### src/verilog/pcs_defs.svh
/*
  Constants for the package idle-state controller: request codes, latency
  figures in nanoseconds and memory power-down timing in ref_clk cycles.
  Assumes inclusion by bare name from every design file that needs them.
*/
`ifndef PCS_DEFS_SVH
`define PCS_DEFS_SVH

`define PCS_NUM_CORES 4
`define PCS_CREQ_W 3
`define PCS_TOL_W 10
`define PCS_WAYS_W 5

// Raw core request codes
`define PCS_CREQ_ACTIVE 3'h0
`define PCS_CREQ_HALT 3'h1
`define PCS_CREQ_HALT_LOWFREQ 3'h2
`define PCS_CREQ_SLEEP_FLUSHED 3'h3
`define PCS_CREQ_POWER_GATED 3'h6
`define PCS_CREQ_SEVENTH 3'h7

// Exit latency figures, ns
`define PCS_LIGHT_ENTRY_NS 10'h028
`define PCS_DEEP_ENTRY_NS 10'h064
`define PCS_PLL_RELOCK_NS 10'h0c8
`define PCS_RET_RAMP_NS 10'h050
`define PCS_RET_SHALLOW_NS 10'h03c
`define PCS_RET_DEEP_NS 10'h12c

// Open last-level cache ways allowed for deep retention
`define PCS_LLC_WAYS_MAX 5'h04

// Memory power-down timing
`define PCS_MEM_EXIT_CYC 3'h4
`define PCS_MEM_IDLE_CYC 5'h10

`endif

### src/verilog/pcs_pkg.sv
/*
  Types shared by the package idle-state controller and its helpers.
  Assumes nothing beyond a SystemVerilog compiler.
*/
`default_nettype none

package pcs_pkg;
  typedef enum logic [2:0] {
    CORE_ACTIVE, CORE_HALT, CORE_HALT_LOWFREQ, CORE_SLEEP_FLUSHED, CORE_POWER_GATED
  } pcs_core_t;

  typedef enum logic [1:0] {
    PACKAGE_ACTIVE, PACKAGE_SNOOPABLE_IDLE, PACKAGE_LIGHT_RETENTION, PACKAGE_DEEP_RETENTION
  } pcs_pkgst_t;

  typedef enum logic [1:0] {
    VOLT_NORMAL, VOLT_MINIMUM_OPERATING, VOLT_RETENTION
  } pcs_volt_t;

  typedef enum logic {
    FREQ_REQUESTED, FREQ_LOWEST_POINT
  } pcs_freq_t;

  typedef enum logic [2:0] {
    SYS_FULL_ON, SYS_SUSPEND_RAM, SYS_SUSPEND_DISK, SYS_SOFT_OFF, SYS_MECH_OFF
  } pcs_sys_t;

  typedef enum logic [1:0] {
    MEM_ON, MEM_POWERDOWN, MEM_EXIT, MEM_SELF_REFRESH
  } pcs_mem_t;
endpackage

`default_nettype wire

### src/verilog/pcs_core_decode.sv
/*
  One core's idle request decoder: turns a raw request code into the core
  state and its clock, PLL, cache and power actions, all registered.
  Assumes the request is synchronous to ref_clk.
*/
`default_nettype none
`include "pcs_defs.svh"

module pcs_core_decode (
  input wire logic ref_clk,
  input wire logic nrst,
  input wire logic [`PCS_CREQ_W-1:0] req,
  output pcs_pkg::pcs_core_t coreState,
  output logic clkRun,
  output logic pllOn,
  output logic lowFreqReq,
  output logic flushToLlc,
  output logic retReq,
  output logic powerGate
);
  import pcs_pkg::*;

  pcs_core_t next_coreState;

  // Seventh level folds onto power gated
  always_comb begin
    unique case (req)
      `PCS_CREQ_ACTIVE: next_coreState = CORE_ACTIVE;
      `PCS_CREQ_HALT: next_coreState = CORE_HALT;
      `PCS_CREQ_HALT_LOWFREQ: next_coreState = CORE_HALT_LOWFREQ;
      `PCS_CREQ_SLEEP_FLUSHED: next_coreState = CORE_SLEEP_FLUSHED;
      `PCS_CREQ_POWER_GATED, `PCS_CREQ_SEVENTH: next_coreState = CORE_POWER_GATED;
      // Unused codes keep the core running rather than guess a depth
      default: next_coreState = CORE_ACTIVE;
    endcase
  end

  always_ff @(posedge ref_clk or negedge nrst) begin
    if (!nrst) begin
      coreState <= CORE_ACTIVE;
    end else begin
      coreState <= next_coreState;
    end
  end

  always_ff @(posedge ref_clk or negedge nrst) begin
    if (!nrst) begin
      clkRun <= 1'b1;
      pllOn <= 1'b1;
      lowFreqReq <= 1'b0;
      flushToLlc <= 1'b0;
      retReq <= 1'b0;
      powerGate <= 1'b0;
    end else begin
      clkRun <= (next_coreState == CORE_ACTIVE);
      pllOn <= (next_coreState != CORE_POWER_GATED);
      lowFreqReq <= (next_coreState == CORE_HALT_LOWFREQ);
      flushToLlc <= (next_coreState == CORE_SLEEP_FLUSHED) ||
                    (next_coreState == CORE_POWER_GATED);
      retReq <= (next_coreState == CORE_SLEEP_FLUSHED);
      powerGate <= (next_coreState == CORE_POWER_GATED);
    end
  end

  property p_seventh_maps;
    @(posedge ref_clk) disable iff (!nrst)
    (req == `PCS_CREQ_SEVENTH) |=> (coreState == CORE_POWER_GATED) && powerGate && !pllOn;
  endproperty
  a_seventh_maps: assert property (p_seventh_maps)
    else $error("seventh-level request not mapped to power gated");

  property p_halt_actions;
    @(posedge ref_clk) disable iff (!nrst)
    (coreState == CORE_HALT) |-> !clkRun && pllOn && !flushToLlc && !powerGate;
  endproperty
  a_halt_actions: assert property (p_halt_actions)
    else $error("halted core actions wrong");

  property p_flush_actions;
    @(posedge ref_clk) disable iff (!nrst)
    (coreState == CORE_SLEEP_FLUSHED) |-> flushToLlc && retReq && pllOn && !clkRun;
  endproperty
  a_flush_actions: assert property (p_flush_actions)
    else $error("flushed core actions wrong");
endmodule

`default_nettype wire

### src/verilog/pcs_mem_power.sv
/*
  Memory power control: hardware clock-enable power-down after idle time,
  timed exit, and self-refresh entered only on a software or system request.
  Assumes the busy and request inputs are synchronous to ref_clk.
*/
`default_nettype none
`include "pcs_defs.svh"

module pcs_mem_power (
  input wire logic ref_clk,
  input wire logic nrst,
  input wire logic memBusy,
  input wire logic swSelfRefreshReq,
  input wire logic forceSelfRefresh,
  output pcs_pkg::pcs_mem_t memState,
  output logic memCke,
  output logic memCmdReady
);
  import pcs_pkg::*;

  pcs_mem_t next_memState;
  logic [4:0] idleCnt;
  logic [2:0] exitCnt;
  logic srReq;

  assign srReq = swSelfRefreshReq || forceSelfRefresh;
  assign memCmdReady = (memState == MEM_ON);

  always_comb begin
    next_memState = memState;
    unique case (memState)
      MEM_ON: begin
        if (srReq) begin
          next_memState = MEM_SELF_REFRESH;
        end else if (!memBusy && idleCnt == `PCS_MEM_IDLE_CYC - 5'h01) begin
          next_memState = MEM_POWERDOWN;
        end
      end
      MEM_POWERDOWN: begin
        if (srReq) begin
          next_memState = MEM_SELF_REFRESH;
        end else if (memBusy) begin
          next_memState = MEM_EXIT;
        end
      end
      MEM_EXIT: begin
        if (exitCnt == `PCS_MEM_EXIT_CYC - 3'h1) begin
          next_memState = MEM_ON;
        end
      end
      MEM_SELF_REFRESH: begin
        if (!srReq) begin
          next_memState = MEM_EXIT;
        end
      end
    endcase
  end

  always_ff @(posedge ref_clk or negedge nrst) begin
    if (!nrst) begin
      memState <= MEM_ON;
    end else begin
      memState <= next_memState;
    end
  end

  // Clock enable low in power-down and self-refresh
  always_ff @(posedge ref_clk or negedge nrst) begin
    if (!nrst) begin
      memCke <= 1'b1;
    end else begin
      memCke <= (next_memState == MEM_ON) || (next_memState == MEM_EXIT);
    end
  end

  always_ff @(posedge ref_clk or negedge nrst) begin
    if (!nrst) begin
      idleCnt <= 5'h00;
    end else if (memState != MEM_ON || memBusy) begin
      idleCnt <= 5'h00;
    end else if (idleCnt != `PCS_MEM_IDLE_CYC - 5'h01) begin
      idleCnt <= idleCnt + 5'h01;
    end
  end

  // Exit takes a fixed count within the window
  always_ff @(posedge ref_clk or negedge nrst) begin
    if (!nrst) begin
      exitCnt <= 3'h0;
    end else if (memState == MEM_EXIT) begin
      exitCnt <= exitCnt + 3'h1;
    end else begin
      exitCnt <= 3'h0;
    end
  end

  property p_exit_time;
    @(posedge ref_clk) disable iff (!nrst)
    $rose(memCke) |-> (!memCmdReady)[*4] ##1 memCmdReady;
  endproperty
  a_exit_time: assert property (p_exit_time)
    else $error("memory power-down exit not four cycles");

  property p_sr_by_request;
    @(posedge ref_clk) disable iff (!nrst)
    (memState != MEM_SELF_REFRESH) ##1 (memState == MEM_SELF_REFRESH) |-> $past(srReq);
  endproperty
  a_sr_by_request: assert property (p_sr_by_request)
    else $error("self-refresh entered without request");

  property p_idle_powerdown;
    @(posedge ref_clk) disable iff (!nrst)
    (memState == MEM_ON && !memBusy && !srReq)[*8] ##1 (!memBusy && !srReq)[*8] ##1
      (!memBusy && !srReq) |=> !memCke;
  endproperty
  a_idle_powerdown: assert property (p_idle_powerdown)
    else $error("idle memory not powered down");
endmodule

`default_nettype wire

### src/verilog/pcs_idle_ctrl.sv
/*
  Package idle-state controller: decodes every core's idle request, picks
  the deepest package state that no limit forbids, and drives the package
  PLL, voltage and frequency requests, system sleep outputs and memory
  clock-enable control.
  Assumes all inputs are synchronous to ref_clk and that tolerances are
  reported in nanoseconds by the platform and operating system.
*/
// Behaviour
// - Package state needs all cores deep enough
// - Snoops, sidebands and constraints hold snoopable idle
// - Response times and open ways limit retention
// - Resume always at lowest frequency point
// - Seventh level unsupported, mapped to gated
// - Retention actions chosen from exit latency
// - Retention voltage; snoopable keeps PLL, minimum voltage
// - Core retention voltage from response times
// - Per-core clock, PLL, flush, gating actions
// - Support system sleep states; RAM keeps context
// - Memory powers down by demand, no software
// - Hardware power-down; software starts self-refresh
// - Active power-down default, timed exit
`default_nettype none
`include "pcs_defs.svh"

module pcs_idle_ctrl (
  input wire logic ref_clk,
  input wire logic nrst,
  input wire logic [`PCS_NUM_CORES*`PCS_CREQ_W-1:0] coreReq,
  input wire logic ioSnoopPending,
  input wire logic remoteSnoopPending,
  input wire logic ioAccessPending,
  input wire logic remoteAccessPending,
  input wire logic intrRespUrgent,
  input wire logic sidebandBusy,
  input wire logic cfgConstraint,
  input wire logic [`PCS_TOL_W-1:0] snoopTolNs,
  input wire logic [`PCS_TOL_W-1:0] nonSnoopTolNs,
  input wire logic [`PCS_TOL_W-1:0] intrTolNs,
  input wire logic [`PCS_WAYS_W-1:0] llcWaysOpen,
  input wire logic perfReqValid,
  input wire pcs_pkg::pcs_sys_t sysState,
  input wire logic memBusy,
  input wire logic swSelfRefreshReq,
  output pcs_pkg::pcs_pkgst_t pkgState,
  output pcs_pkg::pcs_volt_t voltReq,
  output logic pllOn,
  output pcs_pkg::pcs_freq_t freqSel,
  output logic [1:0] coreRetLevel,
  output logic llcKeep,
  output logic [`PCS_NUM_CORES-1:0] coreClkRun,
  output logic [`PCS_NUM_CORES-1:0] corePllOn,
  output logic [`PCS_NUM_CORES-1:0] coreLowFreqReq,
  output logic [`PCS_NUM_CORES-1:0] coreFlushToLlc,
  output logic [`PCS_NUM_CORES-1:0] coreRetReq,
  output logic [`PCS_NUM_CORES-1:0] corePowerGate,
  output logic restPowerOff,
  output logic memCke,
  output logic memSelfRefresh,
  output logic memCmdReady
);
  import pcs_pkg::*;

  localparam int NC = `PCS_NUM_CORES;

  pcs_core_t coreState [NC];
  logic [NC-1:0] coreDeep;
  logic [NC-1:0] coreGated;
  logic [NC-1:0] coreFlushed;
  logic limitBlock;
  logic lightOk;
  logic deepOk;
  logic [`PCS_TOL_W-1:0] minTol;
  logic [`PCS_TOL_W-1:0] srTol;
  pcs_pkgst_t next_pkgState;
  logic memForceSr;
  pcs_mem_t memState;

  function automatic logic [`PCS_TOL_W-1:0] minOf(
    input logic [`PCS_TOL_W-1:0] a,
    input logic [`PCS_TOL_W-1:0] b
  );
    minOf = (a < b) ? a : b;
  endfunction

  genvar gi;
  generate
    for (gi = 0; gi < NC; gi++) begin : g_core
      pcs_core_decode u_dec (
        .ref_clk(ref_clk),
        .nrst(nrst),
        .req(coreReq[gi*`PCS_CREQ_W +: `PCS_CREQ_W]),
        .coreState(coreState[gi]),
        .clkRun(coreClkRun[gi]),
        .pllOn(corePllOn[gi]),
        .lowFreqReq(coreLowFreqReq[gi]),
        .flushToLlc(coreFlushToLlc[gi]),
        .retReq(coreRetReq[gi]),
        .powerGate(corePowerGate[gi])
      );
      assign coreGated[gi] = (coreState[gi] == CORE_POWER_GATED);
      assign coreFlushed[gi] = (coreState[gi] == CORE_SLEEP_FLUSHED);
      assign coreDeep[gi] = coreGated[gi] || coreFlushed[gi];
    end
  endgenerate

  assign minTol = minOf(minOf(snoopTolNs, nonSnoopTolNs), intrTolNs);
  assign srTol = minOf(snoopTolNs, intrTolNs);

  // Pending traffic, urgent interrupts, sideband and config constraints cap the package at snoopable idle
  assign limitBlock = ioSnoopPending || remoteSnoopPending || ioAccessPending ||
                      remoteAccessPending || intrRespUrgent || sidebandBusy ||
                      cfgConstraint;

  // Core depth gates; response times and open ways
  assign lightOk = (&coreDeep) && (|coreFlushed) && !limitBlock &&
                   (minTol >= `PCS_LIGHT_ENTRY_NS);
  assign deepOk = (&coreGated) && !limitBlock && (minTol >= `PCS_DEEP_ENTRY_NS) &&
                  (llcWaysOpen <= `PCS_LLC_WAYS_MAX);

  // Deepest allowed state, re-picked every cycle
  always_comb begin
    if (deepOk) begin
      next_pkgState = PACKAGE_DEEP_RETENTION;
    end else if (lightOk) begin
      next_pkgState = PACKAGE_LIGHT_RETENTION;
    end else if (&coreDeep) begin
      next_pkgState = PACKAGE_SNOOPABLE_IDLE;
    end else begin
      next_pkgState = PACKAGE_ACTIVE;
    end
  end

  always_ff @(posedge ref_clk or negedge nrst) begin
    if (!nrst) begin
      pkgState <= PACKAGE_ACTIVE;
    end else begin
      pkgState <= next_pkgState;
    end
  end

  // Retention actions follow the latency budget; defaults
  always_ff @(posedge ref_clk or negedge nrst) begin
    if (!nrst) begin
      pllOn <= 1'b1;
      voltReq <= VOLT_NORMAL;
    end else begin
      unique case (next_pkgState)
        PACKAGE_ACTIVE: begin
          pllOn <= 1'b1;
          voltReq <= VOLT_NORMAL;
        end
        PACKAGE_SNOOPABLE_IDLE: begin
          pllOn <= 1'b1;
          voltReq <= VOLT_MINIMUM_OPERATING;
        end
        PACKAGE_LIGHT_RETENTION, PACKAGE_DEEP_RETENTION: begin
          pllOn <= (minTol < `PCS_PLL_RELOCK_NS);
          voltReq <= (minTol >= `PCS_RET_RAMP_NS) ? VOLT_RETENTION : VOLT_MINIMUM_OPERATING;
        end
      endcase
    end
  end

  // Idle and resume run at the lowest point until a new request
  always_ff @(posedge ref_clk or negedge nrst) begin
    if (!nrst) begin
      freqSel <= FREQ_REQUESTED;
    end else if (next_pkgState != PACKAGE_ACTIVE || pkgState != PACKAGE_ACTIVE) begin
      freqSel <= FREQ_LOWEST_POINT;
    end else if (perfReqValid) begin
      freqSel <= FREQ_REQUESTED;
    end
  end

  // Depth below minimum voltage tracks snoop and interrupt budget
  always_ff @(posedge ref_clk or negedge nrst) begin
    if (!nrst) begin
      coreRetLevel <= 2'h0;
    end else if (srTol >= `PCS_RET_DEEP_NS) begin
      coreRetLevel <= 2'h2;
    end else if (srTol >= `PCS_RET_SHALLOW_NS) begin
      coreRetLevel <= 2'h1;
    end else begin
      coreRetLevel <= 2'h0;
    end
  end

  // No package state flushes the shared cache
  assign llcKeep = 1'b1;

  // Sleep states drop the rest; RAM suspend holds memory in self-refresh
  always_ff @(posedge ref_clk or negedge nrst) begin
    if (!nrst) begin
      restPowerOff <= 1'b0;
      memForceSr <= 1'b0;
    end else begin
      restPowerOff <= (sysState != SYS_FULL_ON);
      memForceSr <= (sysState == SYS_SUSPEND_RAM);
    end
  end

  // Power-down is automatic; self-refresh needs a request
  pcs_mem_power u_mem (
    .ref_clk(ref_clk),
    .nrst(nrst),
    .memBusy(memBusy),
    .swSelfRefreshReq(swSelfRefreshReq),
    .forceSelfRefresh(memForceSr),
    .memState(memState),
    .memCke(memCke),
    .memCmdReady(memCmdReady)
  );

  assign memSelfRefresh = (memState == MEM_SELF_REFRESH);

  property p_light_cores;
    @(posedge ref_clk) disable iff (!nrst)
    (pkgState == PACKAGE_LIGHT_RETENTION) |-> $past(&coreDeep) && $past(|coreFlushed);
  endproperty
  a_light_cores: assert property (p_light_cores)
    else $error("light retention without cores deep enough");

  property p_limit_holds;
    @(posedge ref_clk) disable iff (!nrst)
    limitBlock |=> (pkgState == PACKAGE_ACTIVE) || (pkgState == PACKAGE_SNOOPABLE_IDLE);
  endproperty
  a_limit_holds: assert property (p_limit_holds)
    else $error("package went deeper despite a pending limit");

  property p_deep_ways;
    @(posedge ref_clk) disable iff (!nrst)
    (llcWaysOpen > `PCS_LLC_WAYS_MAX) |=> (pkgState != PACKAGE_DEEP_RETENTION);
  endproperty
  a_deep_ways: assert property (p_deep_ways)
    else $error("deep retention with too many open ways");

  property p_resume_low;
    @(posedge ref_clk) disable iff (!nrst)
    (pkgState != PACKAGE_ACTIVE) ##1 (pkgState == PACKAGE_ACTIVE) |->
      (freqSel == FREQ_LOWEST_POINT) ##1 (freqSel == FREQ_LOWEST_POINT);
  endproperty
  a_resume_low: assert property (p_resume_low)
    else $error("resume not at lowest frequency point");

  property p_snoop_actions;
    @(posedge ref_clk) disable iff (!nrst)
    (pkgState == PACKAGE_SNOOPABLE_IDLE) |-> pllOn && (voltReq == VOLT_MINIMUM_OPERATING);
  endproperty
  a_snoop_actions: assert property (p_snoop_actions)
    else $error("snoopable idle actions wrong");

  property p_ret_dynamic;
    @(posedge ref_clk) disable iff (!nrst)
    (next_pkgState == PACKAGE_DEEP_RETENTION && minTol < `PCS_PLL_RELOCK_NS) |=> pllOn;
  endproperty
  a_ret_dynamic: assert property (p_ret_dynamic)
    else $error("PLL shut down beyond latency budget");

  property p_deepest;
    @(posedge ref_clk) disable iff (!nrst)
    deepOk |=> (pkgState == PACKAGE_DEEP_RETENTION);
  endproperty
  a_deepest: assert property (p_deepest)
    else $error("deepest allowed state not taken");

  property p_llc_kept;
    @(posedge ref_clk) disable iff (!nrst)
    (pkgState != PACKAGE_ACTIVE) |-> llcKeep;
  endproperty
  a_llc_kept: assert property (p_llc_kept)
    else $error("shared cache released in package idle");

  property p_ram_suspend;
    @(posedge ref_clk) disable iff (!nrst)
    (sysState == SYS_SUSPEND_RAM)[*3] |=> memSelfRefresh && restPowerOff;
  endproperty
  a_ram_suspend: assert property (p_ram_suspend)
    else $error("RAM suspend without memory self-refresh");

  property p_ret_level;
    @(posedge ref_clk) disable iff (!nrst)
    (srTol < `PCS_RET_SHALLOW_NS) |=> (coreRetLevel == 2'h0);
  endproperty
  a_ret_level: assert property (p_ret_level)
    else $error("core retention level too deep for budget");
endmodule

`default_nettype wire

### config.mk
export PLATFORM = sky130hd
export DESIGN_NAME = pcs_idle_ctrl
export DESIGN_NICKNAME = d
export VERILOG_FILES = /design/src/verilog/pcs_pkg.sv /design/src/verilog/pcs_core_decode.sv /design/src/verilog/pcs_mem_power.sv /design/src/verilog/pcs_idle_ctrl.sv
export VERILOG_INCLUDE_DIRS = /design/src /design/src/verilog
export SDC_FILE = /design/constraint.sdc
export NUM_CORES = 1
export LEC_CHECK = 0
export BUFFER_PORTS_ARGS = -buffer_cell sky130_fd_sc_hd__clkbuf_2
export CAP_MARGIN = 30
export CORE_MARGIN = 2
export CORE_UTILIZATION = 52
export CTS_CLUSTER_SIZE = 8
export DETAILED_ROUTE_END_ITERATION = 16
export PLACE_DENSITY = 0.91
export SETUP_SLACK_MARGIN = 0.4
export SLEW_MARGIN = 20
export SYNTH_ARGS = -nofsm -noshare
export SYNTH_HDL_FRONTEND = slang
export SYNTH_SLANG_ARGS = --single-unit
### constraint.sdc
create_clock -name ref_clk -period 2.7 [get_ports ref_clk]
set_input_delay 0.27 -clock ref_clk [delete_from_list [all_inputs] [get_ports ref_clk]]
set_output_delay 0.27 -clock ref_clk [all_outputs]
set_load 0.005 [all_outputs]
# Yosys cells after proc, flatten, opt, wreduce, memory -nomap -nowiden
# Cells that the tools add are included.
[classes] addsub=2 order_cmp=10 eq_ne=55 n_mux=27 reduce_logical=49
[ops] operator="== test 3 x 2 -> 1 bit (second input constant)" n=21
[ops] operator="== test 3 bit (second input constant)" n=16
[ops] operator="one-hot mux 3 bit (4 select lines)" n=4
[ops] operator="< comparator 10 bit" n=3
[ops] operator="2-to-1 mux 10 bit" n=3
[ops] operator="greater-or-equal comparator 10 x 6 -> 1 bit (second input constant)" n=2
[ops] operator="greater-or-equal comparator 10 x 7 -> 1 bit (second input constant)" n=2
[ops] operator="2-to-1 mux 2 bit" n=10
[ops] operator="logical OR 1 bit" n=18
[ops] operator="== test 3 x 1 -> 1 bit (second input constant)" n=5
[ops] operator="zero test 3 bit" n=4
[ops] operator="!= test 3 bit (second input constant)" n=4
[ops] operator="OR reduction 2 bit" n=6
[ops] operator="== test 2 bit (second input constant)" n=5
[ops] operator="greater-or-equal comparator 10 x 9 -> 1 bit (second input constant)" n=1
[ops] operator="< comparator 10 x 8 -> 1 bit (second input constant)" n=1
[ops] operator="2-to-1 mux 5 bit" n=2
[ops] operator="nonzero test 2 bit" n=5
[ops] operator="one-hot mux 2 bit (4 select lines)" n=1
[ops] operator="AND reduction 4 bit" n=2
[ops] operator="logical AND 1 bit" n=7
[ops] operator="zero test 2 bit" n=3
[ops] operator="one-hot mux 2 bit (3 select lines)" n=1
[ops] operator="adder 5 x 1 -> 5 bit (second input constant)" n=1
[ops] operator="11 further kinds" n=16
[totals] regBits=57 inputBits=62 output_inout_bits=37 elab_cells=182

# Logic depth before layout (Yosys ltp)
# Gate-level depths: netlist of the first run.
[depth] word_depth=14 ltp_mapped=17 depth_no_buf=15

# Hierarchy
# A second synthesis of the first run with hierarchy kept.
[hier_totals] hier_cells=317 hier_area_um2=3198.1
[modules_own_cells] mod="pcs_idle_ctrl" n_inst=1 cells_each=203 area_per_inst_um2=1634.1 seq_area_each_um2=251.5
[modules_own_cells] mod="pcs_core_decode at g_core[1].u_dec ..." n_inst=3 cells_each=17 area_per_inst_um2=262.8 seq_area_each_um2=202.7
[modules_own_cells] mod="pcs_mem_power" n_inst=1 cells_each=46 area_per_inst_um2=515.5 seq_area_each_um2=276.5
[modules_own_cells] mod="pcs_core_decode at g_core[0].u_dec" n_inst=1 cells_each=17 area_per_inst_um2=260.2 seq_area_each_um2=202.7

# Least setup slack after synthesis of the first run
# OpenSTA, ideal clock, no wires.
[synth_path] kind="input to register" from="input port nonSnoopTolNs[9]" to="register pkgState[0]" setup_time_ns=0.126 t_arrival_ns=3.711 required_ns=2.574 slack_ns=-1.136 path_stages=16 n_path_buf=2 cell_sequence="inv_1 -> ha_1 -> nand4_1 -> o31ai_1 -> or2_1 -> buf_2 -> buf_2 -> mux2_2 -> ha_1 -> a21oi_2 -> o21ai_1 -> a221o_1 -> a221o_1 -> a311oi_4 -> inv_2 -> o311a_1"
[synth_via] elab_chain_cells=8 word_cells_on_any_way=11 cone_classes="4 x order compare; 4 x mux; 3 x reduce/logical"
[synth_lines] item="from (decl)" line_no="pcs_idle_ctrl.sv:38" source="input wire logic [`PCS_TOL_W-1:0] nonSnoopTolNs,"
[synth_lines] item="< comparator 10 bit" line_no="pcs_idle_ctrl.sv:83" source="minOf = (a < b) ? a : b;"
[synth_lines] item="2-to-1 mux 10 bit *" line_no="pcs_idle_ctrl.sv:83"
[synth_lines] item="< comparator 10 bit" line_no="pcs_idle_ctrl.sv:83"
[synth_lines] item="2-to-1 mux 10 bit *" line_no="pcs_idle_ctrl.sv:83"
[synth_lines] item="greater-or-equal comparator 10 x 6 -> 1 bit (no line) / greater-or-equal comparator 10 x 7 -> 1 bit (equally long branches)"
[synth_lines] item="logical AND 1 bit, on equally long branches" line_no="pcs_idle_ctrl.sv:116, pcs_idle_ctrl.sv:118"
[synth_lines] item="2-to-1 mux 2 bit / logical AND 1 bit (equally long branches)" line_no="pcs_idle_ctrl.sv:125, pcs_idle_ctrl.sv:118"
[synth_lines] item="2-to-1 mux 2 bit *" line_no="pcs_idle_ctrl.sv:123" source="if (deepOk) begin"
[synth_lines] item="named net next_pkgState[0]" line_no="pcs_idle_ctrl.sv:75" source="pcs_pkgst_t next_pkgState;"
[synth_lines] item="to (signal assigned)" line_no="pcs_idle_ctrl.sv:138" source="pkgState <= next_pkgState;"
[synth_lines] item="to (decl)" line_no="pcs_idle_ctrl.sv:45" source="output pcs_pkg::pcs_pkgst_t pkgState,"
# Mark *: on every way through the listed nets, which the timed path passes. The rest lies on a longest branch.
# A chain may end at the register's enable or synchronous reset.

# Final worst setup path of the first run
[layout_path] from="input port nonSnoopTolNs[9]" to="register voltReq[0]"
[layout_via] elab_chain_cells=11 word_cells_on_any_way=19 cone_classes="5 x order compare; 3 x eq/ne; 6 x mux; 5 x reduce/logical"
[layout_lines] item="< comparator 10 bit" line_no="pcs_idle_ctrl.sv:83"
[layout_lines] item="2-to-1 mux 10 bit *" line_no="pcs_idle_ctrl.sv:83"
[layout_lines] item="< comparator 10 bit" line_no="pcs_idle_ctrl.sv:83"
[layout_lines] item="2-to-1 mux 10 bit *" line_no="pcs_idle_ctrl.sv:83"
[layout_lines] item="greater-or-equal comparator 10 x 6 -> 1 bit (no line) / greater-or-equal comparator 10 x 7 -> 1 bit (equally long branches)"
[layout_lines] item="logical AND 1 bit, on equally long branches" line_no="pcs_idle_ctrl.sv:116, pcs_idle_ctrl.sv:118"
[layout_lines] item="2-to-1 mux 2 bit / logical AND 1 bit (equally long branches)" line_no="pcs_idle_ctrl.sv:125, pcs_idle_ctrl.sv:118"
[layout_lines] item="2-to-1 mux 2 bit" line_no="pcs_idle_ctrl.sv:123"
[layout_lines] item="== test 2 bit" line_no="pcs_idle_ctrl.sv:148" source="unique case (next_pkgState)"
[layout_lines] item="OR reduction 2 bit" line_no="pcs_idle_ctrl.sv:148"
[layout_lines] item="one-hot mux 2 bit (3 select lines) *" line_no="pcs_idle_ctrl.sv:148"
[layout_lines] item="to (signal assigned)" line_no="pcs_idle_ctrl.sv:159" source="voltReq <= (minTol >= `PCS_RET_RAMP_NS) ? VOLT_RETENTION : VOLT_MINIMUM_OPERATING;"
[layout_lines] item="to (decl)" line_no="pcs_idle_ctrl.sv:46" source="output pcs_pkg::pcs_volt_t voltReq,"
# Every way passes the cells marked *; elsewhere a longest branch is shown, timed or not.

==> results, run 1 <==
- The slowest stage of the critical path belongs to the cell sky130_fd_sc_hd__o31ai_4.
- The clock drives 53 sinks.
- Dividing the final minimum period by the clock period gives 125.8%.
- Once detail routing completed, the nets flagged for antenna violations numbered 0.
- The critical path startpoint category is an input pin.
- The area of the core is 6026 um^2.
- The warning count from the yosys run is 0.
- The layout-stage area growth over the synthesis result is 29.02%.
- The power per standard cell area is 476.9 nW/um^2.
- After technology mapping, the gate count stands at 337.
- The cell sitting at the root of the clock tree is a sky130_fd_sc_hd__clkbuf_8.
- The effective utilization at floorplan is 54.53%.
- The required time of the critical path is 2.89 ns.
- The async set or reset register ratio after synthesis is 100.0%.
- In this run the cell area of the synthesized design comes to 3286 um^2.
- The number of antenna violations at the first check in global routing is 0.
- In this run the deepest clock path goes through 2 buffers.
- The number of max-slew violations in the final report is 0.
- Of the synthesized area, sequential elements account for 40.75%.
- The count of distinct cell types in the synthesized netlist is 56.
- A synthesized cell averages 9.750 um^2.
- Global routing finished with a remaining overflow of 0.
- The finished layout cell area is 4239 um^2.
- The flow ran to the end, but the final reports show violations.
- Entering global routing, the biggest net connects 54 pins.
- Sorting the synthesized cells by area gives the leading types as sky130_fd_sc_hd__dfrtp_1 (33%), sky130_fd_sc_hd__ha_1 (12%), sky130_fd_sc_hd__dfstp_2 (8.0%).
- The most used flip-flop cell after synthesis is sky130_fd_sc_hd__dfrtp_1.
- For this design the top-level I/O count stands at 99.
- The highest clock frequency the design can meet is 294.5 MHz.
- By count the netlist is led by sky130_fd_sc_hd__dfrtp_1 (43), sky130_fd_sc_hd__ha_1 (31), sky130_fd_sc_hd__inv_1 (29), sky130_fd_sc_hd__nor2_1 (27), sky130_fd_sc_hd__buf_4 (25).
- Detailed routing inserted a total of 2,950 vias.
- The floorplan has 28 rows.
- The dominant cell by count in the synthesized netlist is sky130_fd_sc_hd__dfrtp_1.
- The final net count is 538.
- Summed over all layers, the routed wires come to 8.402 mm.
- The arrival time at the worst endpoint is 3.59 ns.
- The number of synthesized flops with an enable pin is 0.
- The routed design uses 527 um of met3 wire.
- The post-synthesis net count is 430.
- The clock buffer count from CTS is 5.
- In the routed layout, each cell is associated on average with a via count of 5.662.
- Counting flops and latches in the post-synthesis netlist gives 53.
- The final reports fail on setup timing.
- Traced cell by cell, the critical path runs through clkbuf_2, inv_2, ha_4, nand4_1, o31ai_4, or2_4, mux2_4, ha_4, a21oi_2, o21ai_1, a221o_1, a221o_1, a311oi_4, o211ai_1, o211a_1.
- The detailed-placement wirelength estimate is 6.511 mm.
- The H-tree depth is 2.
- The final worst-path setup slack is -0.6954 ns.
- The worst setup path is captured at a flop.
- For the pin with the worst max-slew slack, the measured transition is 0.6227 ns.
- For flop-to-flop paths, the worst setup slack is 0.69 ns.
- The max-cap violation count is 0.
- The number of setup violations in the final report is 5.
- Summing all placed instances gives a cell area of 3968 um^2.
- On the final layout, the worst clock skew is 0.01289 ns.
- The routed design uses 4.181 mm of met2 wire.
- The critical path in this run is classified as input pin to flop.
- The detailed-router iteration count before antenna repair is 4.
- The relative slew slack is 58.48%.
- During placement, the flow inserted port buffers numbering 97.
- Setup repair after global routing could not meet its margin everywhere.
- The maximum VDD drop is 0.3895 mV.
- The cell type with the largest total area after synthesis is sky130_fd_sc_hd__dfrtp_1.
- Summed over its instances, the top area cell type makes up 32.75% of the synthesized netlist area.
- The width of the die is 83.49 um.
- The first global-routing pass estimated 13.81 mm of wire.
- The leakage component of the power is 2.168 nW.
- For this block, wires on met1 add up to 3.427 mm.
- Summing internal, switching and leakage power gives 2.022 mW.
- Cells with a size suffix above 1 make up 41.70% of the layout.
- Routability-driven placement finished with a final weighted congestion of 1.011.
- The via count of the first global-routing pass came to 3,035.
- The worst min-delay path category is input pin to async pin.
- The floorplan step defined a die boundary enclosing 6971 um^2.
- The highest metal layer carrying signal wires in the routed design is met4.
- In the final routed layout, each cell accounts on average for 16.13 um.
- The die height is 83.49 um.
- TritonCTS built the clock tree.
- For this run, the slowest stage of the critical path takes 0.35 ns.
- The total global routing track utilization is 24.30%.
- Along the worst path, the maximum fanout reaches 5.
- The minimum clock period is 3.395 ns.
- The DRC violation count after routing is 0.
- The latest clock arrival within the worst-skew pair is 0.30 ns.
- The hold violation count in the final report is 0.
- The number of antenna diodes in the final layout is 0.
- The detailed router finished its first iteration with 133 violations.
- The register clock-pin slew on the reported worst setup and hold paths is 0.09 ns.
- At the end of the flow the core is filled with cells to 70.35%.
==> placed cells by master, fill, tap and decap left out, types with 7 or more instances in the layout <==
master | Yosys | layout
sky130_fd_sc_hd__dfstp_2 | 10 | 10
sky130_fd_sc_hd__nand4_1 | 7 | 7
sky130_fd_sc_hd__ha_1 | 31 | 21
sky130_fd_sc_hd__nor2b_1 | 14 | 14
sky130_fd_sc_hd__nand3_1 | 8 | 7
sky130_fd_sc_hd__clkbuf_2 | 0 | 95
sky130_fd_sc_hd__nand2_1 | 14 | 14
sky130_fd_sc_hd__o21ai_0 | 11 | 10
sky130_fd_sc_hd__ha_4 | 0 | 10
sky130_fd_sc_hd__inv_1 | 29 | 25
sky130_fd_sc_hd__nor2_1 | 27 | 27
sky130_fd_sc_hd__buf_4 | 25 | 30
sky130_fd_sc_hd__a21oi_1 | 17 | 14
sky130_fd_sc_hd__nor3_1 | 8 | 8
sky130_fd_sc_hd__dfrtp_1 | 43 | 43
==> metrics by stage <==
stage / cells / setup WS [ns] / setup TNS, ns / hold WS [ns]
floorplan: 337 / -0.8682 / -3.884 / -0.02559
global placement: 510 / -1.011 / -4.864 / 0.4046
detailed placement: 510 / -1.166 / -5.571 / 0.4171
CTS: 520 / -0.6479 / -2.980 / 0.08055
global route: 521 / -0.7527 / -3.508 / 0.1008
finish: 521 / -0.6954 / -3.197 / 0.06207
==> repair_timing <==
| action | 4_1_cts | 5_1_grt |
|---|---|---|
| hold buffers | 0 | 0 |
| gates cloned | 1 | 0 |
| setup endpoints to repair | 5 | 5 |
| setup buffers | 1 | 1 |
| pin swaps | 11 | 7 |
| gates resized for setup | 16 | 10 |
==> registers in the layout (all words and copies together) (netlist names), 3 cells and up <==
name / cells
u_mem.idleCnt: 5
g_core.u_dec.coreState: 12
g_core.u_dec.clkRun: 4
g_core.u_dec.pllOn: 4
g_core.u_dec.lowFreqReq: 4
u_mem.exitCnt: 3
g_core.u_dec.retReq: 4
g_core.u_dec.flushToLlc: 4
==> report_power, final <==
part / total [mW] / switching (mW) / internal [mW]
Clock: 0.527 / 0.249 / 0.278
Sequential: 0.917 / 0.0454 / 0.871
Combinational: 0.578 / 0.292 / 0.286
Total: 2.02 / 0.587 / 1.44
==> routing by layer <==
| layer | vias to the layer above | global-route usage (%) |
|---|---|---|
| met3 | 29 | 3.956 |
| li1 | 1386 | - |
| met5 | - | 0 |
| met1 | 1411 | 29.84 |
| met2 | 124 | 42.96 |
| met4 | 0 | 9.091 |
==> logic make-up (layout without fill, tap and decap cells) <==
| group | after synthesis | in the layout | share of synthesized area [%] |
|---|---|---|---|
| simple gates | 117 | 118 | 19.57 |
| compound gates | 63 | 63 | 13.71 |
| buf+inv | 58 | 166 | 9.558 |
| flops | 53 | 53 | 40.75 |
| fa+ha+maj | 31 | 31 | 11.80 |
| mux | 11 | 11 | 3.694 |
| xor+xnor | 3 | 3 | 0.7998 |
| other cells | 1 | 1 | 0.1141 |
==> worst paths after layout <==
path,from,to,cells past startpoint
min in group ref_clk,coreReq[10],g_core[3].u_dec.clkRun$_DFF_PN1_,2
max,nonSnoopTolNs[9],voltReq[0]$_DFF_PN0_,15
max reg2reg,g_core[0].u_dec.coreState[2]$_DFF_PN0_,voltReq[0]$_DFF_PN0_,8
min,nrst,u_mem.memState[1]$_DFF_PN0_,2
min reg2reg,u_mem.exitCnt[0]$_DFF_PN0_,u_mem.exitCnt[0]$_DFF_PN0_,1
max in group asynchronous,nrst,coreRetLevel[0]$_DFF_PN0_,2
==> critical path, delay by kind of cell <==
kind	cells	cell delay (ns)
AOI/OAI and AO/OA	8	1.89
adders and majority gates	2	0.49
and+or+nand+nor	2	0.41
muxes	1	0.33
buffers and inverters	2	0.18
==> layout make-up <==
| class | count | area, um^2 |
|---|---|---|
| inverters | 30 | 117.6 |
| multi-input cells | 227 | 1834 |
| flip-flops and latches | 53 | 1339 |
| clock buffers | 5 | 68.82 |
| clock inverters | 3 | 43.79 |
| well taps | 75 | 93.84 |
| repair buffers | 128 | 742.0 |
| fillers | 437 | 1787 |
(Power assumes the default switching activity.)
==> run 2, diff against run 1 <==
Settings changed: ABC_AREA set to 1, PLACE_DENSITY 0.91 to 0.9.
==> run 2 against run 1 <==
  * The flow still finishes with violations (setup timing)
  * Cell area up 6.0%
  * Register-to-register slack worse by 0.40 ns
  * Via count up 6.3%
  * Flip-flop and latch count unchanged
  * Global-route usage down 1.1 points
  * Area after synthesis up 0.57%
  * Count of clock-buffer cells in the layout unchanged
  * Largest cell class unchanged
  * Largest power group unchanged
  * Total power up 8.1%
  * Clock power down 13%
  * First-iteration DRC count up 21%
  * Clock skew down 0.0071 ns
==> results, run 2 <==
- The number of setup violations in the final report is 5 (unchanged).
- Clock tree synthesis selected as its root buffer the cell sky130_fd_sc_hd__clkbuf_8.
- The tightest min-delay check is of the input pin to async pin type.
- The latest clock arrival within the worst-skew pair was 0.31 ns (about the same).
- The post-synthesis instance area is 3304 um^2 (+0.57%).
- The part of the total power dissipated in sequential elements is 41.9% (-3.4 points).
- The type of the setup path with the least slack is input pin to flop.
- The number of max-slew violations in the final report came to 0 (unchanged).
- The count of inserted antenna diode cells came to 0 (unchanged).
- The leading cell type in the layout, fill and taps excluded is sky130_fd_sc_hd__clkbuf_2.
- The layout cell share with drive strength beyond 1 is 46.07% (+4.4 points).
- The net load switching power is 763.6 uW (+30%).
- The overall via count from detail_route is 3,135 (+6.3%).
- The minimum clock period is 3.012 ns (-0.3830 ns).
- In the post-synthesis netlist, the biggest area contributors are sky130_fd_sc_hd__dfrtp_1 (33%), sky130_fd_sc_hd__ha_1 (12%), sky130_fd_sc_hd__inv_1 (8.3%).
- The DRC violation count after routing was 0 (unchanged).
- The critical path startpoint category is an input pin.
- The pin count of the biggest net entering global routing is 34 (-37%).
- The power per standard cell area came to 486.6 nW/um^2 (+2.0%).
- The share of the synthesized area in the top cell type is 32.56% (-0.19 points).
- The width of the die is 83.72 um (+0.27%).
- The fraction of power consumed by combinational cells is 37.1% (+8.5 points).
- The part of the power in the clock network came to 21.0% (-5.1 points).
- The clock sink count came to 53 (unchanged).
- The number of nets with antenna violations after detailed routing was 0 (unchanged).
- The max-cap violation count is 0 (unchanged).
- The largest individual stage delay along the critical path comes from the cell sky130_fd_sc_hd__o221a_4.
- The final net count is 613 (+14%).
- The relative slew slack is 47.45% (-11 points).
- In the final layout, the registers with the most flip-flops are g_core.u_dec.coreState: 12 flops, u_mem.idleCnt: 5 flops.
- The synthesized area divided by synthesized cell count was 8.344 um^2 (-14%).
- The post-synthesis sequential area ratio came to 40.51% (-0.23 points).
- The global-route wire length before repair is 13.39 mm (-3.0%).
- The total of fill cells in the finished design is 416 (-4.8%).
- TritonCTS built the clock tree.
- The mean number of vias per cell was 5.242 (-7.4%).
- The H-tree depth is 2 (unchanged).
- The die height was 83.72 um (+0.27%).
- The final critical-path share of the clock period came to 111.6% (-14 points).
- The critical path launch point is nonSnoopTolNs[9].
- The switching portion of total power is 34.93% (+5.9 points).
- The worst reg2reg path depth is 8 (unchanged).
- The count of routing violations after the opening detailed-route iteration is 161 (+21%).
- Setup repair after global routing could not meet its margin everywhere.
- The highest clock frequency the design can meet is 332.0 MHz (+13%).
- The maximum buffer depth of the clock tree is 2 (unchanged).
- The count of port buffers added during placement came to 97 (unchanged).
- The setup clock skew after layout is 0.005778 ns (-0.007112 ns).
- The leakage component of the power was 2.390 nW (+10%).
- The arrival time at the worst endpoint is 3.24 ns (-0.35 ns).
- The flow ran to the end, but the final reports show violations.
- The required time of the critical path is 2.93 ns (+0.04 ns).
- The largest fanout of any net on the critical path came to 8 (+3).
- The dominant cell by count in the synthesized netlist is sky130_fd_sc_hd__inv_1.
- The final worst-path setup slack came to -0.3125 ns (+0.3830 ns).
- The internal power consumption came to 1.423 mW (-0.86%).
- The number of ports placed on the die boundary was 99 (unchanged).
- Sorting the synthesized cells by how often they occur yields sky130_fd_sc_hd__inv_1 (73), sky130_fd_sc_hd__nand2_1 (52), sky130_fd_sc_hd__dfrtp_1 (43), sky130_fd_sc_hd__nor2_1 (42), sky130_fd_sc_hd__ha_1 (31).
- The number of flip-flops in the largest register is 12 (unchanged).
- The signal on the critical path passes through buf_8, inv_8, ha_4, a21o_1, nor2_4, nand3_4, a21oi_2, ha_1, a21oi_1, o221a_4, nand2_8, buf_4, o21ai_0, nand3_1, nand2_2, nand2_2, a21oi_2.
- The detailed-router iteration count before antenna repair came to 5 (+1).
- The total global routing track utilization is 23.18% (-1.1 points).
- The number of synthesized flops with an enable pin is 0 (unchanged).
- The final weighted congestion in routability-driven placement is 0.8784 (-13%).
- The total negative slack for setup checks is -1.259 ns (+1.938 ns).
- The via count of the first global-routing pass came to 3,065 (+0.99%).
- The layout-stage area growth over the synthesis result is 35.97%.
- The warning count from the yosys run is 0 (unchanged).
- The register with the most flip-flops is g_core.u_dec.coreState.
- The worst register-to-register path ends at voltReq[0]$_DFF_PN0_.
- The number of antenna violations at the first check in global routing is 0 (unchanged).
- The cell type with the largest total area after synthesis is sky130_fd_sc_hd__dfrtp_1.
- The most used flip-flop cell after synthesis is sky130_fd_sc_hd__dfrtp_1.
- The effective utilization at floorplan is 52.95% (-1.6 points).
- The synthesized instance count is 396 (+18%).
- The post-synthesis net count came to 489 (+14%).
- The register clock-pin slew on the reported worst setup and hold paths is 0.10 ns (about the same).
- The total of hold buffers inserted after clock tree synthesis was 0 (unchanged).
- The count of distinct cell types in the synthesized netlist was 40 (-29%).
- The number of rows created at floorplan is 29 (+3.6%).
- The total overflow reported by the global router is 0 (unchanged).
- The setup slack on the worst flop-to-flop path was 0.29 ns (-0.40 ns).
- The hold violation count in the final report was 0 (unchanged).
- The endpoint kind of the worst setup timing path is a flop.
- The floorplan die area is 7008 um^2 (+0.54%).
- The area of the core was 6241 um^2 (+3.6%).
- The biggest cell delay along the critical path is 0.31 ns (-0.04 ns).
- The worst flop-to-flop path startpoint is g_core[0].u_dec.coreState[2]$_DFF_PN0_.
- The detailed-placement wirelength estimate is 6.078 mm (-6.6%).
- The clock buffer count from CTS is 5 (unchanged).
- The measured slew at the worst slew-check pin is 0.7882 ns (+0.1655 ns).
- The maximum VDD drop was 0.4480 mV (+15%).
- The checks that failed: setup timing.
- The routed wire length is 8.514 mm (+1.3%).
- In the layout the commonest cells are sky130_fd_sc_hd__clkbuf_2 (94), sky130_fd_sc_hd__inv_1 (66), sky130_fd_sc_hd__dfrtp_1 (43).
- The post-route worst hold slack is 0.02493 ns (-0.03715 ns).
- The average wire length per cell after detail routing is 14.24 um (-12%).
- The async set or reset register ratio after synthesis is 100.0% (unchanged).
- The total of flip-flops plus latches after synthesis was 53 (unchanged).
run 2: area by class of cell:
class	count	area (um^2)	area share (%)
clock buffers	5	68.82	1.532
clock inverters	3	26.28	0.5848
inverters	74	290.3	6.461
multi-input cells	244	1812	40.32
flip-flops and latches	53	1339	29.80
well taps	77	96.34	2.144
repair buffers	142	860.8	19.16
run 2: metrics by stage:
stage	total power, mW	area (um^2)	util, %	cells	setup WS (ns)
finish	2.186	4493	71.99	598	-0.3125
global route	2.323	4493	71.99	598	-0.3888
CTS	2.062	4264	68.32	590	-0.05915
detailed placement	1.564	4023	64.45	573	-0.4991
global placement	1.522	4023	64.45	573	-0.3036
floorplan	1.332	3418	-	396	-0.01439
run 2: cells by family (layout without fill, tap and decap cells):
kind of cell    Yosys count  count (layout)  share of synthesized area (%)
flops                    53              53                          40.51
simple gates            157             159                          23.10
fa+ha+maj                31              31                          11.74
buf+inv                 101             224                          14.54
compound gates           53              53                          9.996
other cells               1               1                         0.1135
run 2: worst max path at each step:
stage	to	slack, ns	cells after the start
2_1_floorplan	voltReq[0]$_DFF_PN0_	-0.01	20
3_3_place_gp	voltReq[0]$_DFF_PN0_	-0.30	20
3_5_place_dp	voltReq[0]$_DFF_PN0_	-0.50	20
4_1_cts	voltReq[1]$_DFF_PN0_	-0.06	23
5_1_grt	voltReq[0]$_DFF_PN0_	-0.39	21
6_report	voltReq[0]$_DFF_PN0_	-0.31	17
run 2: timing repair:
| action | CTS | global route |
|---|---|---|
| setup endpoints to repair | 5 | 7 |
| gates resized for setup | 18 | 44 |
| pin swaps | 3 | 16 |
| buffers inserted | 7 | 8 |
| gates cloned | 2 | 0 |
run 2: power by group through the flow:
stage	sequential [mW]	combinational, mW	clock [mW]
floorplan	0.923	0.409	0
global placement	0.927	0.595	0
detailed placement	0.931	0.633	0
CTS	0.915	0.684	0.463
global route	0.924	0.896	0.504
finish	0.915	0.812	0.460
run 2: per-layer routing:
layer  track usage [%]  vias to the layer above  routed length, um
met5                 0                        -                  0
li1                  -                     1501                  -
met2             42.33                      142               4400
met3             4.451                       29                556
met4             7.918                        0                250
met1             27.09                     1463               3306
run 2: critical path, delay by kind of cell:
family,cells,cell delay [ns]
fa+ha+maj,2,0.48
buf+inv,3,0.29
simple gates,6,0.90
compound gates,6,1.28
==> run 3, diff against run 2 <==
Settings changed: CORE_UTILIZATION 52 to 54, CTS_BUF_LIST set to sky130_fd_sc_hd__clkbuf_8, PLACE_DENSITY 0.9 to 0.93.
==> run 3 against run 2 <==
  * Register-to-register slack lost 0.19 ns
  * Non-clock buffer count shrank 9
  * Critical path depth increased by 1
  * The run still ends with setup timing left
  * Largest cell class unchanged
  * Worst hold slack better by 0.081 ns
  * Cell area decreased by 3.3%
  * Sequential share of layout area up 1.0 points
==> results, run 3 (synthesis gave the netlist of run 2 again) <==
- The detailed-router iteration count before antenna repair is 5 (unchanged).
- The finished layout cell area is 4344 um^2 (-3.3%).
- The fraction of power consumed by combinational cells is 33.4% (-3.7 points).
- The number of setup violations in the final report is 5 (unchanged).
- The buffer cell driving the clock tree root is sky130_fd_sc_hd__clkbuf_8.
- The layout-stage area growth over the synthesis result is 31.47%.
- The width of the die is 82.23 um (-1.8%).
- The measured slew at the worst slew-check pin is 0.7158 ns (-0.07243 ns).
- The worst min-delay path category is input pin to flop.
- The global-route wire length before repair is 13.43 mm (+0.36%).
- The hold violation count in the final report is 0 (unchanged).
- The die height was 82.23 um (-1.8%).
- The total global routing track utilization is 25.80% (+2.6 points).
- The total overflow reported by the global router is 0 (unchanged).
- The clock sink count is 53 (unchanged).
- Setup repair after global routing could not meet its margin everywhere.
- The number of rows created at floorplan is 28 (-3.4%).
- The relative slew slack is 52.28% (+4.8 points).
- The post-route worst hold slack is 0.1055 ns (+0.08055 ns).
- The minimum clock period was 2.825 ns (-0.1875 ns).
- The part of the power in the clock network was 24.6% (+3.6 points).
- The detailed-placement wirelength estimate is 6.551 mm (+7.8%).
- The count of inserted antenna diode cells is 0 (unchanged).
- The final worst-path setup slack is -0.1250 ns (+0.1875 ns).
- The worst hold path passes through 2 cells.
- The clock tree from TritonCTS is yes.
- The effective utilization at floorplan is 55.81% (+2.9 points).
- The maximum buffer depth of the clock tree is 2 (unchanged).
- The overall via count from detail_route is 3,095 (-1.3%).
- The internal power consumption is 1.466 mW (+3.0%).
- The final net count is 604 (-1.5%).
- The H-tree depth is 2 (unchanged).
- The number of antenna violations at the first check in global routing was 0 (unchanged).
- The number of ports placed on the die boundary was 99 (unchanged).
- The required time of the critical path is 2.86 ns (-0.07 ns).
- The maximum VDD drop was 0.3697 mV (-17%).
- The max-cap violation count was 0 (unchanged).
- The final total power came to 2.181 mW (-0.23%).
- The leading cell type in the layout, fill and taps excluded is sky130_fd_sc_hd__clkbuf_2.
- The number of placed instances with taps included is 571 (-0.35%).
- The core occupancy in the finished layout is 73.37% (+1.4 points).
- The run finished, with violations left.
- The total negative slack for setup checks was -0.2694 ns (+0.9901 ns).
- The floorplan die area came to 6761 um^2 (-3.5%).
- The area of the core is 5921 um^2 (-5.1%).
- The count of port buffers added during placement came to 97 (unchanged).
- The power per standard cell area is 502.1 nW/um^2 (+3.2%).
- The number of flip-flops in the largest register was 12 (unchanged).
- The latest clock arrival within the worst-skew pair came to 0.30 ns (about the same).
- The arrival time at the worst endpoint is 2.98 ns (-0.26 ns).
- The leakage component of the power was 2.319 nW (-3.0%).
- The net load switching power was 715.4 uW (-6.3%).
- The largest registers in the layout are g_core.u_dec.coreState: 12 flops, u_mem.idleCnt: 5 flops.
- The routed wire length is 8.561 mm (+0.55%).
- The final weighted congestion in routability-driven placement is 0.8566 (-2.5%).
- The DRC violation count after routing came to 0 (unchanged).
- The switching portion of total power is 32.80% (-2.1 points).
- The post-layout instance count excluding filler cells is 587 (-1.8%).
- The highest clock frequency the design can meet is 354.0 MHz (+6.6%).
- The top cell types in the final layout, fill and taps aside, are sky130_fd_sc_hd__clkbuf_2 (95), sky130_fd_sc_hd__inv_1 (66), sky130_fd_sc_hd__dfrtp_1 (43).
- The type of the setup path with the least slack is input pin to flop.
- The largest fanout of any net on the critical path is 8 (unchanged).
- The via count of the first global-routing pass was 3,053 (-0.39%).
- The endpoint kind of the worst setup timing path is a flop.
- The clock buffer count from CTS came to 5 (unchanged).
- The worst reg2reg path depth came to 8 (unchanged).
- The total cell area at the placement stage is 4020 um^2 (about the same).
- The post-placement setup slack is -0.4922 ns (+0.006878 ns).
- The part of the total power dissipated in sequential elements was 42.1% (+0.2 points).
- The register with the most flip-flops is g_core.u_dec.coreState.
- The final critical-path share of the clock period is 104.6% (-6.9 points).
- The number of nets with antenna violations after detailed routing is 0 (unchanged).
- The average wire length per cell after detail routing is 14.58 um (+2.4%).
- The layout cell share with drive strength beyond 1 was 42.58% (-3.5 points).
- The final reports fail on setup timing.
- The mean number of vias per cell is 5.273 (+0.57%).
- The setup clock skew after layout came to 0.007086 ns (+0.001308 ns).
- The critical path startpoint category is an input pin.
- The pin count of the biggest net entering global routing is 40 (+18%).
- The count of routing violations after the opening detailed-route iteration is 229 (+42%).
- The number of max-slew violations in the final report is 0 (unchanged).
- The register clock-pin slew on the reported worst setup and hold paths came to 0.09 ns (about the same).
-- run 3: cell types whose count changed in the layout (fill, tap and decap cells not counted), sizes merged --
cell,before,now
clkbuf,99,100
buf,48,37
bufinv,0,1
dlygate4sd3,0,1
clkinv,0,1
clkinvlp,2,0
-- run 3: final cells by class --
class	count	area, um^2
clock buffer	5	68.82
timing repair buffer	133	794.5
sequential	53	1339
tap	75	93.84
fill	407	1577
multi-input combinational	244	1719
clock inverter	3	43.79
inverter	74	285.3
-- run 3: repair_timing --
item | in CTS | in global routing
pin swaps | 2 | 7
resized for setup | 12 | 21
buffers inserted | 3 | 1
hold buffers | 0 | 1
cloned | 2 | 0
hold endpoints to repair | 0 | 7
setup endpoints to repair | 5 | 6
-- run 3: power groups by stage --
stage | logic (mW) | registers [mW] | clock network [mW]
after floorplan | 0.409 | 0.923 | 0
after global placement | 0.596 | 0.927 | 0
after detailed placement | 0.646 | 0.933 | 0
after CTS | 0.674 | 0.917 | 0.545
after global routing | 0.805 | 0.927 | 0.580
final | 0.728 | 0.918 | 0.536
-- run 3: worst paths after layout --
check	start	end	slack, ns
max reg2reg	g_core[0].u_dec.coreState[2]$_DFF_PN0_	voltReq[0]$_DFF_PN0_	0.10
min in group asynchronous	nrst	g_core[0].u_dec.coreState[2]$_DFF_PN0_	0.36
max	snoopTolNs[9]	voltReq[0]$_DFF_PN0_	-0.13
min	coreReq[4]	g_core[1].u_dec.clkRun$_DFF_PN1_	0.11
max in group asynchronous	nrst	g_core[3].u_dec.pllOn$_DFF_PN1_	1.64
min reg2reg	u_mem.exitCnt[0]$_DFF_PN0_	u_mem.exitCnt[0]$_DFF_PN0_	0.46
-- run 3: metal layers --
metal  track usage [%]  wire length, um
met2             48.06             4612
met3             4.565              516
met5                 0                0
met4             9.333              227
met1             29.20             3204
-- run 3: worst max-delay path, stage by stage --
cell and delay [ns]:
sky130_fd_sc_hd__buf_8 0.10, sky130_fd_sc_hd__ha_4 0.24, sky130_fd_sc_hd__a21o_1 0.19, sky130_fd_sc_hd__nor2_4 0.23
sky130_fd_sc_hd__nand3_4 0.17, sky130_fd_sc_hd__a21oi_1 0.25, sky130_fd_sc_hd__ha_1 0.29, sky130_fd_sc_hd__a21oi_1 0.24
sky130_fd_sc_hd__o221a_4 0.29, sky130_fd_sc_hd__nand2_8 0.09, sky130_fd_sc_hd__nand2_2 0.08, sky130_fd_sc_hd__nand2_2 0.08
sky130_fd_sc_hd__nor2_2 0.09, sky130_fd_sc_hd__nor2_1 0.05, sky130_fd_sc_hd__nor2_1 0.08, sky130_fd_sc_hd__nand2_1 0.09
sky130_fd_sc_hd__nand2_2 0.10, sky130_fd_sc_hd__a21oi_2 0.06
